--- src/dpt_pkg.sv ---
package dpt_pkg;

    // ************************************
    // register indices (byte addr = 4*idx)
    // ************************************
    localparam logic [5:0] IDX_CTRL  [0:1] = '{6'h1c, 6'h32};
    localparam logic [5:0] IDX_COUNT [0:1] = '{6'h1d, 6'h33};
    localparam logic [5:0] IDX_SCALE [0:1] = '{6'h17, 6'h34};
    localparam logic [5:0] IDX_BOUND [0:1] = '{6'h09, 6'h35};
    localparam logic [7:0] RST_BYTE  = 8'h00;

    // ************************************
    // field positions
    // ************************************
    localparam int CTL_SRC_HI = 7;
    localparam int CTL_SRC_LO = 4;
    localparam int CTL_OUT_HI = 3;
    localparam int CTL_OUT_LO = 2;
    localparam int CTL_MODE   = 1;
    localparam int CTL_POL    = 0;
    localparam int SCL_RES    = 7;
    localparam int SCL_PRE_HI = 6;
    localparam int SCL_PRE_LO = 5;
    localparam int SCL_DIV_HI = 4;

    // ************************************
    // clock source codes
    // ************************************
    localparam logic [3:0] SRC_OFF   = 4'h0;
    localparam logic [3:0] SRC_SYS   = 4'h1;
    localparam logic [3:0] SRC_FAST  = 4'h2;
    localparam logic [3:0] SRC_SLOW  = 4'h4;
    localparam logic [3:0] SRC_CMP   = 4'h5;
    localparam logic [3:0] SRC_A0_R  = 4'h8;
    localparam logic [3:0] SRC_A0_F  = 4'h9;
    localparam logic [3:0] SRC_B0_R  = 4'ha;
    localparam logic [3:0] SRC_B0_F  = 4'hb;
    localparam logic [3:0] SRC_A4_R  = 4'hc;
    localparam logic [3:0] SRC_A4_F  = 4'hd;

    // ************************************
    // pre-divider masks and wrap limits
    // ************************************
    localparam logic [5:0] PRE_MASK_1  = 6'h00;
    localparam logic [5:0] PRE_MASK_4  = 6'h03;
    localparam logic [5:0] PRE_MASK_16 = 6'h0f;
    localparam logic [5:0] PRE_MASK_64 = 6'h3f;
    localparam logic [7:0] MAX_8BIT    = 8'hff;
    localparam logic [7:0] MAX_7BIT    = 8'h7f;
    localparam logic [7:0] MAX_6BIT    = 8'h3f;

    // synchronised input bit positions
    localparam int SY_FAST = 0;
    localparam int SY_SLOW = 1;
    localparam int SY_CMP  = 2;
    localparam int SY_A0   = 3;
    localparam int SY_B0   = 4;
    localparam int SY_A4   = 5;
    localparam int SY_HALT = 6;
    localparam int SY_W    = 7;

endpackage

--- src/dpt_top.sv ---
// What this block does
// - codes 1000-1101 count port pin edges
// - fast oscillator keeps counting during emulator halt
// - first timer output field picks its pin
// - second timer output field picks its pin
// - control bit 1 selects period or pwm
// - control bit 0 inverts output polarity
// - second counter readable, writable, resets zero
// - scaler bit 7 selects pwm resolution
// - pre-divider 1/4/16/64 then 5-bit scaler
// - write-only 8-bit bound, resets zero
// - second bound lives at index 35h
//
// The Avalon-MM register port was decided locally.
module dpt_top
    import dpt_pkg::*;
#(
    parameter bit RESOLUTION_BUILD_OPTION = 1'b0
) (
    input  wire logic        i_mclk,
    input  wire logic        i_rst_n,
    input  wire logic [7:0]  i_avs_address,
    input  wire logic        i_avs_read,
    input  wire logic        i_avs_write,
    input  wire logic [3:0]  i_avs_byteenable,
    input  wire logic [31:0] i_avs_writedata,
    output logic      [31:0] o_avs_readdata,
    output logic             o_avs_waitrequest,
    input  wire logic        i_fast_rc_oscillator,
    input  wire logic        i_slow_rc_oscillator,
    input  wire logic        i_comparator_out,
    input  wire logic        i_port_a_pin0,
    input  wire logic        i_port_b_pin0,
    input  wire logic        i_port_a_pin4,
    input  wire logic        i_incircuit_emulator_halt,
    output logic             o_port_b_pin2,
    output logic             o_port_b_pin2_oe,
    output logic             o_port_a_pin3,
    output logic             o_port_a_pin3_oe,
    output logic             o_port_b_pin4,
    output logic             o_port_b_pin4_oe,
    output logic             o_port_b_pin5,
    output logic             o_port_b_pin5_oe,
    output logic             o_port_b_pin6,
    output logic             o_port_b_pin6_oe,
    output logic             o_port_b_pin7,
    output logic             o_port_b_pin7_oe
);

    // ************************************
    // decoding helpers
    // ************************************
    function automatic logic hit(input logic [7:0] a, input logic [5:0] ix);
        return (a[7:2] == ix) && (a[1:0] == 2'h0);
    endfunction

    function automatic logic [5:0] pre_mask(input logic [1:0] s);
        case (s)
            2'h0:    return PRE_MASK_1;
            2'h1:    return PRE_MASK_4;
            2'h2:    return PRE_MASK_16;
            default: return PRE_MASK_64;
        endcase
    endfunction

    // picks one tick from the selected source
    function automatic logic src_tick(input logic [3:0] s,
        input logic [SY_W-1:0] r, input logic [SY_W-1:0] f);
        logic run;
        run = !r[SY_HALT] && !f[SY_HALT];
        case (s)
            SRC_SYS:  return run;
            SRC_FAST: return r[SY_FAST];
            SRC_SLOW: return run && r[SY_SLOW];
            SRC_CMP:  return run && r[SY_CMP];
            SRC_A0_R: return run && r[SY_A0];
            SRC_A0_F: return run && f[SY_A0];
            SRC_B0_R: return run && r[SY_B0];
            SRC_B0_F: return run && f[SY_B0];
            SRC_A4_R: return run && r[SY_A4];
            SRC_A4_F: return run && f[SY_A4];
            default:  return 1'b0;
        endcase
    endfunction

    // ************************************
    // input synchronisers
    // ************************************
    logic [SY_W-1:0] s1_reg;
    logic [SY_W-1:0] s2_reg;
    logic [SY_W-1:0] s3_reg;
    logic [SY_W-1:0] raw;
    logic [SY_W-1:0] lvl;
    logic [SY_W-1:0] rise;
    logic [SY_W-1:0] fall;
    logic            halt;

    assign raw = {i_incircuit_emulator_halt, i_port_a_pin4,
                  i_port_b_pin0, i_port_a_pin0, i_comparator_out,
                  i_slow_rc_oscillator, i_fast_rc_oscillator};
    // halt as level, edges of the rest for ticks
    assign lvl  = {s2_reg[SY_HALT], {(SY_W-1){1'b0}}};
    assign rise = (s2_reg & ~s3_reg) | lvl;
    assign fall = (~s2_reg & s3_reg) | lvl;
    assign halt = s2_reg[SY_HALT];

    // two flops before use, third for edges
    always_ff @(posedge i_mclk or negedge i_rst_n) begin
        if (!i_rst_n) begin
            s1_reg <= '0;
            s2_reg <= '0;
            s3_reg <= '0;
        end else begin
            s1_reg <= raw;
            s2_reg <= s1_reg;
            s3_reg <= s2_reg;
        end
    end

    // ************************************
    // avalon slave: one wait state
    // ************************************
    logic        wait_reg;
    logic [7:0]  rdata_reg;
    logic        req;
    logic        acc;
    logic        wr;
    logic [7:0]  wd;
    logic [7:0]  ctrl_reg  [0:1];
    logic [7:0]  cnt_reg   [0:1];
    logic [7:0]  scale_reg [0:1];
    logic [7:0]  bound_reg [0:1];
    logic [7:0]  rd_next;

    assign req = i_avs_read || i_avs_write;
    assign acc = req && !wait_reg;
    assign wr  = acc && i_avs_write && i_avs_byteenable[0];
    assign wd  = i_avs_writedata[7:0];
    assign o_avs_waitrequest = wait_reg;
    assign o_avs_readdata    = {24'h0, rdata_reg};

    // readable: controls and counters; write-only read zero
    assign rd_next =
        hit(i_avs_address, IDX_CTRL[0])  ? ctrl_reg[0] :
        hit(i_avs_address, IDX_COUNT[0]) ? cnt_reg[0]  :
        hit(i_avs_address, IDX_CTRL[1])  ? ctrl_reg[1] :
        hit(i_avs_address, IDX_COUNT[1]) ? cnt_reg[1]  :
        RST_BYTE;

    // wait drops for the single accepting cycle
    always_ff @(posedge i_mclk or negedge i_rst_n) begin
        if (!i_rst_n) begin
            wait_reg  <= 1'b1;
            rdata_reg <= RST_BYTE;
        end else begin
            wait_reg <= !(req && wait_reg);
            if (req && wait_reg) begin
                rdata_reg <= rd_next;
            end
        end
    end

    // ************************************
    // timers
    // ************************************
    logic [1:0] tick;
    logic [1:0] div_done;
    logic [1:0] wave_reg;
    logic [2:0] pin_reg [0:1];
    logic [2:0] oe_reg  [0:1];

    genvar t;
    generate
        for (t = 0; t < 2; t++) begin : g_tmr
            logic [5:0] pre_reg;
            logic [4:0] div_reg;
            logic [5:0] mask;
            logic       pre_done;
            logic [7:0] top;
            logic       pwm;
            logic       at_end;
            logic       cnt_wr;
            logic [7:0] cnt_next;
            logic [1:0] sel;
            logic       level;

            assign tick[t] = src_tick(
                ctrl_reg[t][CTL_SRC_HI:CTL_SRC_LO], rise, fall);
            assign mask = pre_mask(
                scale_reg[t][SCL_PRE_HI:SCL_PRE_LO]);
            assign pre_done = tick[t] && ((pre_reg & mask) == mask);
            assign div_done[t] = pre_done &&
                (div_reg == scale_reg[t][SCL_DIV_HI:0]);
            assign top = !scale_reg[t][SCL_RES] ? MAX_8BIT :
                RESOLUTION_BUILD_OPTION ? MAX_7BIT : MAX_6BIT;
            assign pwm = ctrl_reg[t][CTL_MODE];
            assign at_end = pwm ? (cnt_reg[t] >= top)
                                : (cnt_reg[t] >= bound_reg[t]);
            assign cnt_wr = (t == 1) && wr &&
                hit(i_avs_address, IDX_COUNT[t]);
            assign cnt_next = cnt_wr ? wd :
                !div_done[t] ? cnt_reg[t] :
                at_end ? RST_BYTE : cnt_reg[t] + 8'h01;
            assign sel = ctrl_reg[t][CTL_OUT_HI:CTL_OUT_LO];
            assign level = wave_reg[t] ^ ctrl_reg[t][CTL_POL];

            // software-visible registers
            always_ff @(posedge i_mclk or negedge i_rst_n) begin
                if (!i_rst_n) begin
                    ctrl_reg[t]  <= RST_BYTE;
                    scale_reg[t] <= RST_BYTE;
                    bound_reg[t] <= RST_BYTE;
                end else if (wr) begin
                    if (hit(i_avs_address, IDX_CTRL[t])) begin
                        ctrl_reg[t] <= wd;
                    end
                    if (hit(i_avs_address, IDX_SCALE[t])) begin
                        scale_reg[t] <= wd;
                    end
                    if (hit(i_avs_address, IDX_BOUND[t])) begin
                        bound_reg[t] <= wd;
                    end
                end
            end

            // divider chain, counter and waveform
            always_ff @(posedge i_mclk or negedge i_rst_n) begin
                if (!i_rst_n) begin
                    pre_reg     <= 6'h00;
                    div_reg     <= 5'h00;
                    cnt_reg[t]  <= RST_BYTE;
                    wave_reg[t] <= 1'b0;
                end else begin
                    if (tick[t]) begin
                        pre_reg <= pre_reg + 6'h01;
                    end
                    if (div_done[t]) begin
                        div_reg <= 5'h00;
                    end else if (pre_done) begin
                        div_reg <= div_reg + 5'h01;
                    end
                    cnt_reg[t] <= cnt_next;
                    if (pwm) begin
                        wave_reg[t] <= cnt_reg[t] < bound_reg[t];
                    end else if (div_done[t] && at_end) begin
                        wave_reg[t] <= !wave_reg[t];
                    end
                end
            end

            // route level to the selected pin only
            for (genvar p = 0; p < 3; p++) begin : g_pin
                always_ff @(posedge i_mclk or negedge i_rst_n) begin
                    if (!i_rst_n) begin
                        pin_reg[t][p] <= 1'b0;
                        oe_reg[t][p]  <= 1'b0;
                    end else begin
                        oe_reg[t][p]  <= sel == 2'(p + 1);
                        pin_reg[t][p] <= (sel == 2'(p + 1)) && level;
                    end
                end
            end
        end
    endgenerate

    // pin mapping, all straight from flops
    assign o_port_b_pin2    = pin_reg[0][0];
    assign o_port_b_pin2_oe = oe_reg[0][0];
    assign o_port_a_pin3    = pin_reg[0][1];
    assign o_port_a_pin3_oe = oe_reg[0][1];
    assign o_port_b_pin4    = pin_reg[0][2];
    assign o_port_b_pin4_oe = oe_reg[0][2];
    assign o_port_b_pin5    = pin_reg[1][0];
    assign o_port_b_pin5_oe = oe_reg[1][0];
    assign o_port_b_pin6    = pin_reg[1][1];
    assign o_port_b_pin6_oe = oe_reg[1][1];
    assign o_port_b_pin7    = pin_reg[1][2];
    assign o_port_b_pin7_oe = oe_reg[1][2];
endmodule // dpt_top

--- config.mk ---
export PLATFORM = sky130hd
export DESIGN_NAME = dpt_top
export DESIGN_NICKNAME = d
export VERILOG_FILES = /design/src/dpt_pkg.sv /design/src/dpt_top.sv
export SDC_FILE = /design/constraint.sdc
export NUM_CORES = 1
export LEC_CHECK = 0
export BUFFER_PORTS_ARGS = -buffer_cell sky130_fd_sc_hd__buf_2
export CORE_MARGIN = 1
export CORE_UTILIZATION = 40
export CTS_BUF_LIST = sky130_fd_sc_hd__clkbuf_8 sky130_fd_sc_hd__clkbuf_16
export DETAILED_ROUTE_END_ITERATION = 8
export PLACE_DENSITY_LB_ADDON = 0.08
export SLEW_MARGIN = 20
export SYNTH_ARGS = -nofsm -noshare
export SYNTH_HDL_FRONTEND = slang
export SYNTH_SLANG_ARGS = --single-unit
--- constraint.sdc ---
create_clock -name i_mclk -period 2.15 [get_ports i_mclk]
set_input_delay 0.1075 -clock i_mclk [delete_from_list [all_inputs] [get_ports i_mclk]]
set_output_delay 0.1075 -clock i_mclk [all_outputs]
set_load 0.005 [all_outputs]
* Yosys cells after proc, flatten, opt, wreduce, memory -nomap -nowiden
Index checks and enable logic that the tools add are counted.
** Storage, ports and cells
- Register bits after elaboration :: 130
- Output and inout port bits :: 45
** Cells by class
- Bitwise operators :: 10
- Reductions and logical operators :: 55
- Equality and inequality tests :: 42
- Muxes and demuxes :: 24
- Order comparisons :: 6
- Add/subtract/negate cells :: 6
** Operators by type and width (number)
- $mux 8 :: 10
- $eq 4x4->1 const B :: 12
- $pmux 6 s3 :: 2
- $logic_and 1x1->1 :: 34
- $ge 8x8->1 :: 4
- $eq 6x6->1 const B :: 4
- $mux 5 :: 4
- $pmux 1 s10 :: 2
- $eq 6x5->1 const B :: 3
- $add 8x1->8 const B :: 2
- $eq 4x3->1 const B :: 4
- $lt 8x8->1 :: 2
- $and 7x7->7 :: 2
- $not 7->7 :: 2
- $or 7x7->7 :: 2
- $add 6x1->6 const B :: 2
- $and 6x6->6 :: 2
- $eq 2x2->1 const B :: 6
- $eq 6x6->1 :: 2
- $reduce_and 2->1 :: 6
- $add 5x1->5 const B :: 2
- $eq 5x5->1 :: 2
- $reduce_bool 2->1 :: 5
- $eq 2x1->1 const B :: 4
- other kinds (8) :: 23

* Depth between registers and ports, before layout
Gate-level depths: netlist of run 1.
- Word-level depth :: 12
- Gate-level depth with buffers :: 10
- Mapped depth without buffers :: 9

* Least setup slack after synthesis of run 1
Ideal clock, no wire load.
- Path type :: reg-to-reg
- Start :: reg cnt_reg[1] (netlist bit)
- End :: reg cnt_reg[6] (netlist bit)
- Data arrival time :: 2150 ps
- Library setup time :: 66 ps
- Data required time :: 2084 ps
- Path slack :: -66 ps
- Stages on the path, launching flop included :: 10
- Buffers on the path :: 1
- Path through :: dfrtp_1 -> ha_1 -> nor2b_1 -> o211ai_1 -> a21oi_1 -> o41a_1 -> or2_0 -> buf_2 -> nor3_2 -> a221o_1
** On the way
- Longest elaborated chain between the ends :: 5
** Ends and longest elaborated chain
- start, declared :: RTL line dpt_top.sv:130 : logic [7:0] cnt_reg [0:1];
- start signal, assigned by index :: RTL line dpt_top.sv:242 : cnt_reg[t] <= cnt_next;
- $ge 8x8->1 (on tied branches) :: RTL line dpt_top.sv:198, dpt_top.sv:197
- $mux 1 :: RTL line dpt_top.sv:197 : assign at_end = pwm ? (cnt_reg[t] >= top)
- $mux 8 * :: RTL line dpt_top.sv:203 : at_end ? RST_BYTE : cnt_reg[t] + 8'h01;
- $mux 8 * :: RTL line dpt_top.sv:202 : !div_done[t] ? cnt_reg[t] :
- $mux 8 * :: RTL line dpt_top.sv:201 : assign cnt_next = cnt_wr ? wd :
Mark *: on every way between the ends. The rest lies on a longest branch, timed or not. The select of a mux whose other input is x is not followed.
A chain may end at the register's enable or synchronous reset.

* Final worst setup path of run 1
- Start :: reg cnt_reg[7] (netlist bit)
- End :: reg cnt_reg[2] (netlist bit)
** On the way
- Longest elaborated chain between the ends :: 5
** Ends and longest elaborated chain (RTL line)
- $ge 8x8->1 (on tied branches) :: dpt_top.sv:198, dpt_top.sv:197
- $mux 1 * :: dpt_top.sv:197
- $mux 8 * :: dpt_top.sv:203
- $mux 8 * :: dpt_top.sv:202
- $mux 8 * :: dpt_top.sv:201
Marked as above.

==> results of run 1 <==
==> critical path, stage by stage (launching register included) <==
cell	delay, ns
dfrtp_1	0.38
ha_1	0.33
a21oi_1	0.15
o21ai_0	0.13
o41a_1	0.41
or2_0	0.20
buf_4	0.15
nor3_4	0.24
a221o_1	0.19
==> power groups by stage <==
stage	registers [mW]	logic [mW]	clock network [mW]
final	2.73	0.714	2.78
after global routing	2.76	0.805	2.97
after CTS	2.73	0.660	2.85
after detailed placement	2.77	0.622	0
after global placement	2.76	0.605	0
after floorplan	2.74	0.391	0
==> worst paths after layout <==
check | from | endpoint | slack (ns) | cells after the start
setup reg to reg | cnt_reg[7]$_DFFE_PN0P_ | cnt_reg[2]$_DFFE_PN0P_ | -0.11 | 8
setup / recovery | cnt_reg[7]$_DFFE_PN0P_ | cnt_reg[2]$_DFFE_PN0P_ | -0.11 | 8
min in group asynchronous | i_rst_n | bound_reg[2]$_DFFE_PN0P_ | 0.33 | 3
hold / removal | i_avs_read | o_avs_waitrequest$_DFF_PN1_ | 0.02 | 2
max in group asynchronous | i_rst_n | ctrl_reg[7]$_DFFE_PN0P_ | 1.23 | 3
hold reg to reg | s1_reg[1]$_DFF_PN0_ | s2_reg[1]$_DFF_PN0_ | 0.35 | 0
==> cell usage in the layout, fill, tap and decap left out, types with 7 or more instances in the layout <==
| master | instances |
|---|---|
| a221oi_1 | 9 |
| buf_6 | 8 |
| conb_1 | 24 |
| nor2_1 | 16 |
| a221o_1 | 7 |
| nand2b_1 | 7 |
| clkinv_2 | 7 |
| nand3_1 | 14 |
| mux2_2 | 48 |
| and2_1 | 7 |
| a21oi_1 | 8 |
| buf_4 | 50 |
| dlygate4sd3_1 | 8 |
| o21ai_0 | 27 |
| and3_1 | 8 |
| ha_1 | 24 |
| nand2_1 | 41 |
| dfrtp_1 | 126 |
| xnor2_1 | 17 |
| inv_1 | 27 |
| nand4_1 | 11 |
| a22o_1 | 9 |
| clkbuf_16 | 17 |
| nor2b_1 | 17 |
| buf_2 | 47 |
==> cell type report <==
type / count / area share [%]
multi-input cells: 409 / 38.84
flip-flops and latches: 130 / 39.87
repair buffers: 114 / 9.798
clock inverters: 13 / 1.454
well taps: 216 / 3.307
clock buffers: 19 / 5.542
inverters: 26 / 1.194
==> cells by family after synthesis <==
| family | after synthesis | share of synthesized area [%] |
|---|---|---|
| XOR/XNOR | 23 | 3.110 |
| other | 1 | 0.05789 |
| AND/OR/NAND/NOR | 174 | 15.32 |
| buffers and inverters | 64 | 5.466 |
| AO/OA/AOI/OAI | 113 | 12.27 |
| adder cells (fa/ha/maj) | 26 | 5.022 |
| flip-flops | 130 | 50.24 |
| multiplexers | 49 | 8.518 |
==> per-layer routing <==
| metal | vias to the layer above | GRT usage, % | wire length [um] |
|---|---|---|---|
| met5 | - | 0 | 0 |
| met2 | 121 | 33.27 | 7609 |
| met1 | 2378 | 25.37 | 6854 |
| li1 | 2308 | - | - |
| met3 | 23 | 5.739 | 817 |
| met4 | 0 | 6.990 | 361 |
==> repair_timing <==
| action | in CTS | in global routing |
|---|---|---|
| hold buffers | 8 | 0 |
| setup buffers | 2 | 7 |
| resized for setup | 16 | 49 |
| pin swaps | 11 | 35 |
| gates cloned | 0 | 1 |
| endpoints found under the setup margin | 19 | 26 |
| endpoints found under the hold margin | 136 | 0 |
==> impl_metrics.py, run 1 <==
metrics = {
    "run_status": {
        "status": "finished, violations left",
        "violations": "setup timing",
    },
    "power": {
        "power_density_nw_per_um2": 762.3,
        "swShare_pct": 25.37,
        "p_leak_nw": 3.941,
        "p_seq_share_pct": 43.9,
        "p_int_mw": 4.650,
        "irDropWorstVdd_mv": 0.6265,
        "clkPwrFrac_pct": 44.7,
        "finalPower_mw": 6.230,
        "pwr-share-comb_pct": 11.5,
        "p_sw_mw": 1.581,
    },
    "synthesis": {
        "avgSynthCellArea_um2": 11.17,
        "synth_area_um2": 6477,
        "yosys_warnings": 0,
        "yosysUniqueCellTypes": 67,
        "seq_area_frac_synth_pct": 50.24,
        "syn_inst": 580,
        "synth_edf_count": 0,
        "synth_area_leaders": "dfrtp_1 (50%), mux2_2 (8.5%), ha_1 (5.0%), buf_4 (2.9%), o21ai_0 (2.9%)",
        "synth_most_common_cell": "dfrtp_1",
        "ys_top_cells_by_count": "dfrtp_1 (129), mux2_2 (49), nand2_1 (42), o21ai_0 (37)",
        "synth-seq-cells": 130,
        "synth_top_area_cell": "dfrtp_1",
        "ys.flop_type": "dfrtp_1",
        "synth.top_cell.area_share_pct": 49.84,
        "synthArstFlopShare_pct": 100.0,
    },
    "detailed_routing": {
        "drc_errors": 0,
        "antenna_left": 0,
        "routedWlPerCell_um": 16.87,
        "drt-initial-drc-count": 207,
        "via_count": 4830,
        "vias_per_cell": 5.210,
        "first_pass_iters": 4,
        "wl_mm": 15.64,
    },
    "placement": {
        "dp_cells": 878,
        "hpwl_mm": 10.85,
        "place_congestion": 0.8534,
        "io_buffers": 48,
        "placed_area_um2": 7207,
        "pre_cts_ws_ns": -0.1521,
    },
    "cts": {
        "htree_levels": 4,
        "clockRootBuffer": "clkbuf_16",
        "clk_pin_slew_worst_paths_ns": 0.06,
        "cts_tree": "yes",
        "cts_buffers": 17,
        "clock_latency_ns": 0.42,
        "clk_path_buf_depth": 2,
        "cts_sinks": 130,
    },
    "final_layout": {
        "drive_gt1_share_pct": 32.77,
        "seqCellArea_um2": 3258,
        "final_cell_area_um2": 8173,
        "utilization_pct": 51.64,
        "layout.nets": 779,
        "multi_input_area_um2": 3174,
        "nFillCells": 1432,
        "diodes": 0,
        "fin_cells": 927,
        "syn_to_final_growth_pct": 26.17,
    },
    "grt": {
        "grt_start_max_net_pins": 131,
        "gr-total-overflow": 0,
        "antenna_found_initial": 0,
        "grt_pass1_vias": 4797,
        "track_usage_pct": 20.18,
        "grt_pass1_wl_mm": 25.08,
    },
    "critical_path": {
        "path_max_fanout": 4,
        "cp.arrival_ns": 2.62,
        "criticalPathCategory": "reg -> reg",
        "cp-start-kind": "flip-flop",
        "worstSetupEndpointType": "flip-flop",
        "critPathRequiredTime_ns": 2.51,
    },
    "sta": {
        "hold_viol": 0,
        "fmaxAchievable_mhz": 442.4,
        "holdWs_ns": 0.02389,
        "fin_skew_ns": 0.006733,
        "totalNegativeSetupSlack_ns": -0.8651,
        "finalWorstSetupSlack_ns": -0.1105,
        "maxSlewHeadroom_pct": 52.45,
        "setup_viol": 15,
        "post-route-min-period_ns": 2.260,
        "grt_setup_unrepaired": "yes",
        "tightest_slew_ns": 0.7132,
        "period_share_pct": 105.1,
        "drv_slew": 0,
    },
    "die": {
        "die_w_um": 129.3,
        "std_cell_rows": 46,
        "coreArea_um2": 15830,
        "boundaryPins": 100,
        "die_area_um2": 16710,
        "die_h_um": 129.3,
        "start_util_pct": 40.92,
    },
    "run": {
        "cap_violations": 0,
    },
    "hold_path": {
        "hold_class": "in -> reg",
    },
}
(Power assumes the default switching activity.)
==> run 2, diff against run 1 <==
ABC_AREA = 1   (was default)
CORE_UTILIZATION = 52   (was 40)
CTS_CLUSTER_SIZE = 16   (was default)
==> run 2 against run 1 <==
Net effect:
- the run now ends clean
- largest cell class unchanged
- count of clock-buffer cells in the layout unchanged
- clock skew decreased by 0.00073 ns
- hold slack got worse by 0.011 ns
- synthesized area increased by 3.9%
- first-iteration DRC count increased by 54%
- non-clock buffer count decreased by 38
- combinational power decreased by 32%
- worst setup slack improved by 0.34 ns
- final cell count increased by 15%
- via count increased by 14%
==> impl_metrics.py, run 2 <==
metrics = {
    "detailed_routing": {
        "vias_per_cell": 5.150,
        "wl_mm": 15.32,
        "first_pass_iters": 5,
        "via_count": 5490,
        "antenna_left": 0,
        "drc_errors": 0,
        "routedWlPerCell_um": 14.37,
        "drt-initial-drc-count": 318,
    },
    "final_layout": {
        "diodes": 0,
        "layout.nets": 962,
        "fin_cells": 1066,
        "final_cell_mix": "nand2_1 (204), dfrtp_1 (129), inv_1 (84)",
        "drive_gt1_share_pct": 14.54,
        "layout_commonest_cell": "nand2_1",
        "final_cell_area_um2": 8054,
        "nFillCells": 1067,
        "syn_to_final_growth_pct": 19.62,
    },
    "synthesis": {
        "ys.flop_type": "dfrtp_1",
        "synth_area_leaders": "dfrtp_1 (48%), nand2_1 (11%), ha_1 (4.8%), inv_1 (4.7%), o21ai_0 (4.2%)",
        "yosys_warnings": 0,
        "seq_area_frac_synth_pct": 48.34,
        "syn_inst": 795,
        "synth.top_cell.area_share_pct": 47.95,
        "avgSynthCellArea_um2": 8.469,
        "ys_top_cells_by_count": "nand2_1 (204), dfrtp_1 (129), inv_1 (84), nor2_1 (69), o21ai_0 (57)",
        "synth_area_um2": 6733,
        "synth-seq-cells": 130,
        "synth_edf_count": 0,
        "synth_most_common_cell": "nand2_1",
        "yosysUniqueCellTypes": 43,
        "synth_top_area_cell": "dfrtp_1",
        "synthArstFlopShare_pct": 100.0,
    },
    "sta": {
        "setup_viol": 0,
        "post-route-min-period_ns": 1.925,
        "period_share_pct": 89.55,
        "hold_viol": 0,
        "totalNegativeSetupSlack_ns": 0,
        "drv_slew": 0,
        "fmaxAchievable_mhz": 519.4,
        "grt_setup_unrepaired": "no",
        "fin_skew_ns": 0.006005,
    },
    "cts": {
        "postCtsHoldBufs": 9,
        "clk_path_buf_depth": 2,
        "cts_sinks": 130,
        "clockRootBuffer": "clkbuf_16",
        "htree_levels": 4,
        "cts.repair.resized": 0,
        "clk_pin_slew_worst_paths_ns": 0.06,
        "clock_latency_ns": 0.41,
        "postCtsSetupRepairBufs": 0,
        "cts_tree": "yes",
        "cts_buffers": 17,
    },
    "power": {
        "pwr-share-comb_pct": 7.2,
        "swShare_pct": 21.32,
        "power_density_nw_per_um2": 840.4,
        "p_sw_mw": 1.443,
        "p_seq_share_pct": 39.0,
        "clkPwrFrac_pct": 53.9,
        "p_int_mw": 5.325,
        "p_leak_nw": 4.049,
        "irDropWorstVdd_mv": 0.8619,
    },
    "grt": {
        "grt_pass1_vias": 5064,
        "gr-total-overflow": 0,
        "grt_pass1_wl_mm": 24.87,
        "antenna_found_initial": 0,
        "grt_start_max_net_pins": 42,
        "track_usage_pct": 24.86,
    },
    "die": {
        "coreArea_um2": 12620,
        "die_h_um": 115.8,
        "die_area_um2": 13410,
        "std_cell_rows": 41,
        "boundaryPins": 100,
        "die_w_um": 115.8,
        "start_util_pct": 53.35,
    },
    "run": {
        "cap_violations": 0,
    },
    "critical_path": {
        "cp-start-kind": "flip-flop",
        "reg2reg_setup_slack_ns": 0.22,
        "criticalPathCategory": "reg -> reg",
        "reg2reg_from": "cnt_reg[7]$_DFFE_PN0P_",
        "r2r_end": "cnt_reg[1]$_DFFE_PN0P_",
        "cp.arrival_ns": 2.28,
        "worstSetupEndpointType": "flip-flop",
        "reg2reg_depth": 11,
        "path_max_fanout": 8,
        "critPathRequiredTime_ns": 2.50,
    },
    "hold_path": {
        "hold_end": "cnt_reg[5]$_DFFE_PN0P_",
        "min_path_cells": 5,
        "hold_start": "i_avs_writedata[5]",
        "hold_class": "in -> reg",
    },
    "placement": {
        "io_buffers": 48,
        "dp_cells": 1025,
        "placed_area_um2": 7209,
        "place_congestion": 0.9492,
        "hpwl_mm": 11.26,
    },
    "run_status": {
        "status": "finished clean",
    },
}
run 2: changes by cell type in the layout (fill, tap and decap cells not counted), moves of 30 or more:
cell,change
inv_1,+57
nand2_1,+163
o21ai_0,+30
nand3_1,+34
mux2_2,-47
nor2_1,+53
buf_4,-31
run 2: how the worst max path moves through the flow:
stage	start	to	slack (ns)	depth (start not counted)
final	cnt_reg[7]$_DFFE_PN0P_	cnt_reg[1]$_DFFE_PN0P_	0.22	11
after global routing	cnt_reg[7]$_DFFE_PN0P_	cnt_reg[1]$_DFFE_PN0P_	0.04	11
after CTS	s2_reg[6]$_DFF_PN0_	cnt_reg[3]$_DFFE_PN0P_	0.23	12
after detailed placement	s2_reg[6]$_DFF_PN0_	cnt_reg[1]$_DFFE_PN0P_	0.26	12
after global placement	s2_reg[6]$_DFF_PN0_	cnt_reg[6]$_DFFE_PN0P_	0.30	12
after floorplan	cnt_reg[15]$_DFFE_PN0N_	cnt_reg[15]$_DFFE_PN0N_	0.36	8
run 2: stage by stage:
| stage | utilization (%) | setup slack [ns] | hold slack, ns | power [mW] |
|---|---|---|---|---|
| CTS | 63.82 | 0.2331 | 0.003170 | 6.829 |
| detailed placement | 57.13 | 0.2560 | 0.1101 | 3.157 |
| global route | 63.82 | 0.03625 | 0.01841 | 7.007 |
| floorplan | - | 0.3609 | -0.1881 | 2.941 |
| global placement | 57.13 | 0.2961 | 0.1016 | 3.130 |
| finish | 63.82 | 0.2247 | 0.01259 | 6.768 |
run 2: cell type report:
class	count	area, um^2	area share (%)
clock inverter	13	301.5	3.744
timing repair buffer	76	488.0	6.059
sequential	130	3254	40.41
tap	172	215.2	2.672
clock buffer	19	452.9	5.624
inverter	92	345.3	4.288
multi-input combinational	564	2997	37.21
run 2: logic make-up (layout without fill, tap and decap cells):
kind of cell	count (synthesis)	after routing	share of synthesized area, %
AO/OA/AOI/OAI	106	106	8.809
XOR/XNOR	35	35	4.553
adder cells (fa/ha/maj)	26	26	4.832
buffers and inverters	124	200	8.437
flip-flops	130	130	48.34
multiplexers	1	1	0.1672
other	1	24	0.05570
AND/OR/NAND/NOR	372	372	24.81
run 2: routing by layer:
layer	track usage (%)	share of wire [%]	up-vias
met3	6.015	5.9	19
met2	38.29	46	159
met1	33.82	45	2614
met4	10.00	2.5	0
met5	0	0	-
li1	-	-	2698
run 2: worst max-delay path, cell delays in order, from the launching register on:
cell,delay [ns]
dfrtp_1,0.47
ha_1,0.35
nand2_1,0.08
inv_1,0.04
nor2_1,0.07
o21a_1,0.15
nand3_1,0.10
nand2_1,0.22
nand3_1,0.13
o21ai_1,0.12
nand2_1,0.08
nand2_1,0.06
run 2: power groups by stage:
stage / clock network [mW] / registers, mW / logic [mW]
global placement: 0 / 2.67 / 0.457
global route: 3.81 / 2.65 / 0.549
CTS: 3.70 / 2.64 / 0.492
floorplan: 0 / 2.66 / 0.281
detailed placement: 0 / 2.68 / 0.476
finish: 3.64 / 2.64 / 0.485
==> run 3, diff against run 2 <==
PLACE_DENSITY = 0.79   (was default)
PLACE_DENSITY_LB_ADDON = default   (was 0.08)
==> run 3 against run 2 <==
Net effect:
- register-to-register slack is essentially flat
- sequential share of layout area rose by 1.3 points
- sequential power about the same
- non-clock buffer count down 10
- total power shrank 13%
- global-route usage fell by 0.40 points
- final area shrank 3.0%
- critical endpoint is now cnt_reg[5]$_DFFE_PN0P_
- largest cell class unchanged
==> impl_metrics.py, run 3 (synthesized netlist as in run 2, its figures left out) <==
metrics = {
    "run_status": {
        "status": "finished clean",
    },
    "detailed_routing": {
        "routedWlPerCell_um": 14.02,
        "wl_mm": 14.81,
        "drc_errors": 0,
        "vias_per_cell": 5.107,
        "via_count": 5393,
        "antenna_left": 0,
        "drt-initial-drc-count": 598,
        "first_pass_iters": 5,
    },
    "sta": {
        "post-route-min-period_ns": 1.937,
        "tightest_slew_ns": 0.6797,
        "hold_viol": 0,
        "maxSlewHeadroom_pct": 54.38,
        "grt_setup_unrepaired": "no",
        "totalNegativeSetupSlack_ns": 0,
        "setup_viol": 0,
        "drv_slew": 0,
        "period_share_pct": 90.09,
        "fin_skew_ns": 0.007748,
        "fmaxAchievable_mhz": 516.3,
    },
    "final_layout": {
        "fin_cells": 1056,
        "layout.nets": 952,
        "layout_commonest_cell": "nand2_1",
        "seqCellArea_um2": 3254,
        "diodes": 0,
        "syn_to_final_growth_pct": 15.98,
        "nFillCells": 1063,
        "drive_gt1_share_pct": 13.24,
        "final_cell_mix": "nand2_1 (204), dfrtp_1 (129), inv_1 (88)",
        "utilization_pct": 61.88,
        "multi_input_area_um2": 2997,
    },
    "placement": {
        "dp_cells": 1016,
        "hpwl_mm": 10.47,
        "io_buffers": 48,
        "place_congestion": 0.8623,
    },
    "grt": {
        "grt_use_met1_pct": 32.43,
        "gr-total-overflow": 0,
        "grt.busiest_layer": "met2",
        "grt_pass1_wl_mm": 24.56,
        "antenna_found_initial": 0,
        "grt_start_max_net_pins": 48,
        "grtUsageMet3_pct": 5.178,
        "grt_pass1_vias": 5008,
        "grt_use_met2_pct": 40.56,
        "track_usage_pct": 24.46,
    },
    "cts": {
        "clk_pin_slew_worst_paths_ns": 0.06,
        "clk_path_buf_depth": 2,
        "clock_latency_ns": 0.42,
        "cts_tree": "yes",
        "cts_sinks": 130,
        "htree_levels": 4,
        "cts_buffers": 17,
        "cts.repair.resized": 0,
        "clockRootBuffer": "clkbuf_16",
    },
    "die": {
        "start_util_pct": 53.35,
        "die_w_um": 115.8,
        "die_h_um": 115.8,
        "boundaryPins": 100,
        "coreArea_um2": 12620,
        "die_area_um2": 13410,
        "std_cell_rows": 41,
    },
    "hold_path": {
        "hold_class": "in -> reg",
    },
    "power": {
        "p_leak_nw": 3.939,
        "power_density_nw_per_um2": 750.6,
        "irDropWorstVdd_mv": 0.5410,
        "finalPower_mw": 5.861,
    },
    "run": {
        "cap_violations": 0,
    },
    "critical_path": {
        "cp_slowest_cell": "dfrtp_1",
        "cp-start-kind": "flip-flop",
        "path_max_fanout": 9,
        "cp_slowest_stage_delay_ns": 0.47,
        "worstSetupEndpointType": "flip-flop",
        "reg2reg_setup_slack_ns": 0.21,
        "worstPathCellList": "inv_1, nand2_1, nor2_1, nand2_1, nand2_1, nor2_1, nand3_2, nand3_4, nand2_2, inv_2, nand2_1, nand2_1",
        "cp.arrival_ns": 2.29,
        "critPathRequiredTime_ns": 2.50,
        "cpMostUsedCell": "nand2_1",
        "criticalPathCategory": "reg -> reg",
    },
}
## run 3: cell count changes in the layout (fill, tap and decap cells not counted), sizes merged
| cell | before | now |
|---|---|---|
| buf | 67 | 58 |
| bufinv | 9 | 2 |
| clkinv | 1 | 5 |
| inv | 92 | 95 |
| dlygate4sd3 | 9 | 8 |
## run 3: worst max-delay path: cells and delay by family (launching register included)
kind,cells,cell delay [ns]
simple gates,10,1.11
buf+inv,2,0.27
flops,1,0.47
## run 3: cell type report
cell class                      count  share of cell area [%]
Sequential cell                   130                   41.68
Multi-Input combinational cell    564                   38.38
Clock buffer                       19                   5.800
Timing Repair Buffer               66                   5.416
Inverter                           92                   4.422
Tap cell                          172                   2.756
Clock inverter                     13                   1.554
## run 3: worst paths after layout
check	from	end	cells after the start
setup / recovery	ctrl_reg[6]$_DFFE_PN0P_	cnt_reg[5]$_DFFE_PN0P_	12
hold / removal	i_avs_writedata[3]	cnt_reg[3]$_DFFE_PN0P_	5
setup reg to reg	ctrl_reg[6]$_DFFE_PN0P_	cnt_reg[5]$_DFFE_PN0P_	12
hold reg to reg	s1_reg[4]$_DFF_PN0_	s2_reg[4]$_DFF_PN0_	0
max in group asynchronous	i_rst_n	scale_reg[14]$_DFFE_PN0P_	3
min in group asynchronous	i_rst_n	cnt_reg[10]$_DFFE_PN0N_	2
## run 3: routing by layer
layer | vias to the layer above | routed length, um
met5 | - | 0
met4 | 0 | 206
met3 | 20 | 869
met2 | 178 | 7295
met1 | 2521 | 6435
li1 | 2674 | -
## run 3: repair_timing
action	4_1_cts	5_1_grt
setup endpoints to repair	0	0
hold buffers	8	0
endpoints found under the hold margin	44	0
buffers inserted	0	0
## run 3: stage by stage
step           instance area [um^2]  hold slack (ns)  worst slack [ns]
5_1_grt                        7809          0.04511           0.03708
6_report                       7809          0.02017            0.2130
3_3_place_gp                   7154           0.1385            0.3250
4_1_cts                        7809          0.01527            0.2364
2_1_floorplan                  6819          -0.1881            0.3609
3_5_place_dp                   7154           0.1284            0.2784
## run 3: power by group
group / switching (mW) / total, mW / internal (mW)
sequential: 0.0896 / 2.64 / 2.55
combinational: 0.295 / 0.466 / 0.172
clock: 1.01 / 2.75 / 1.74
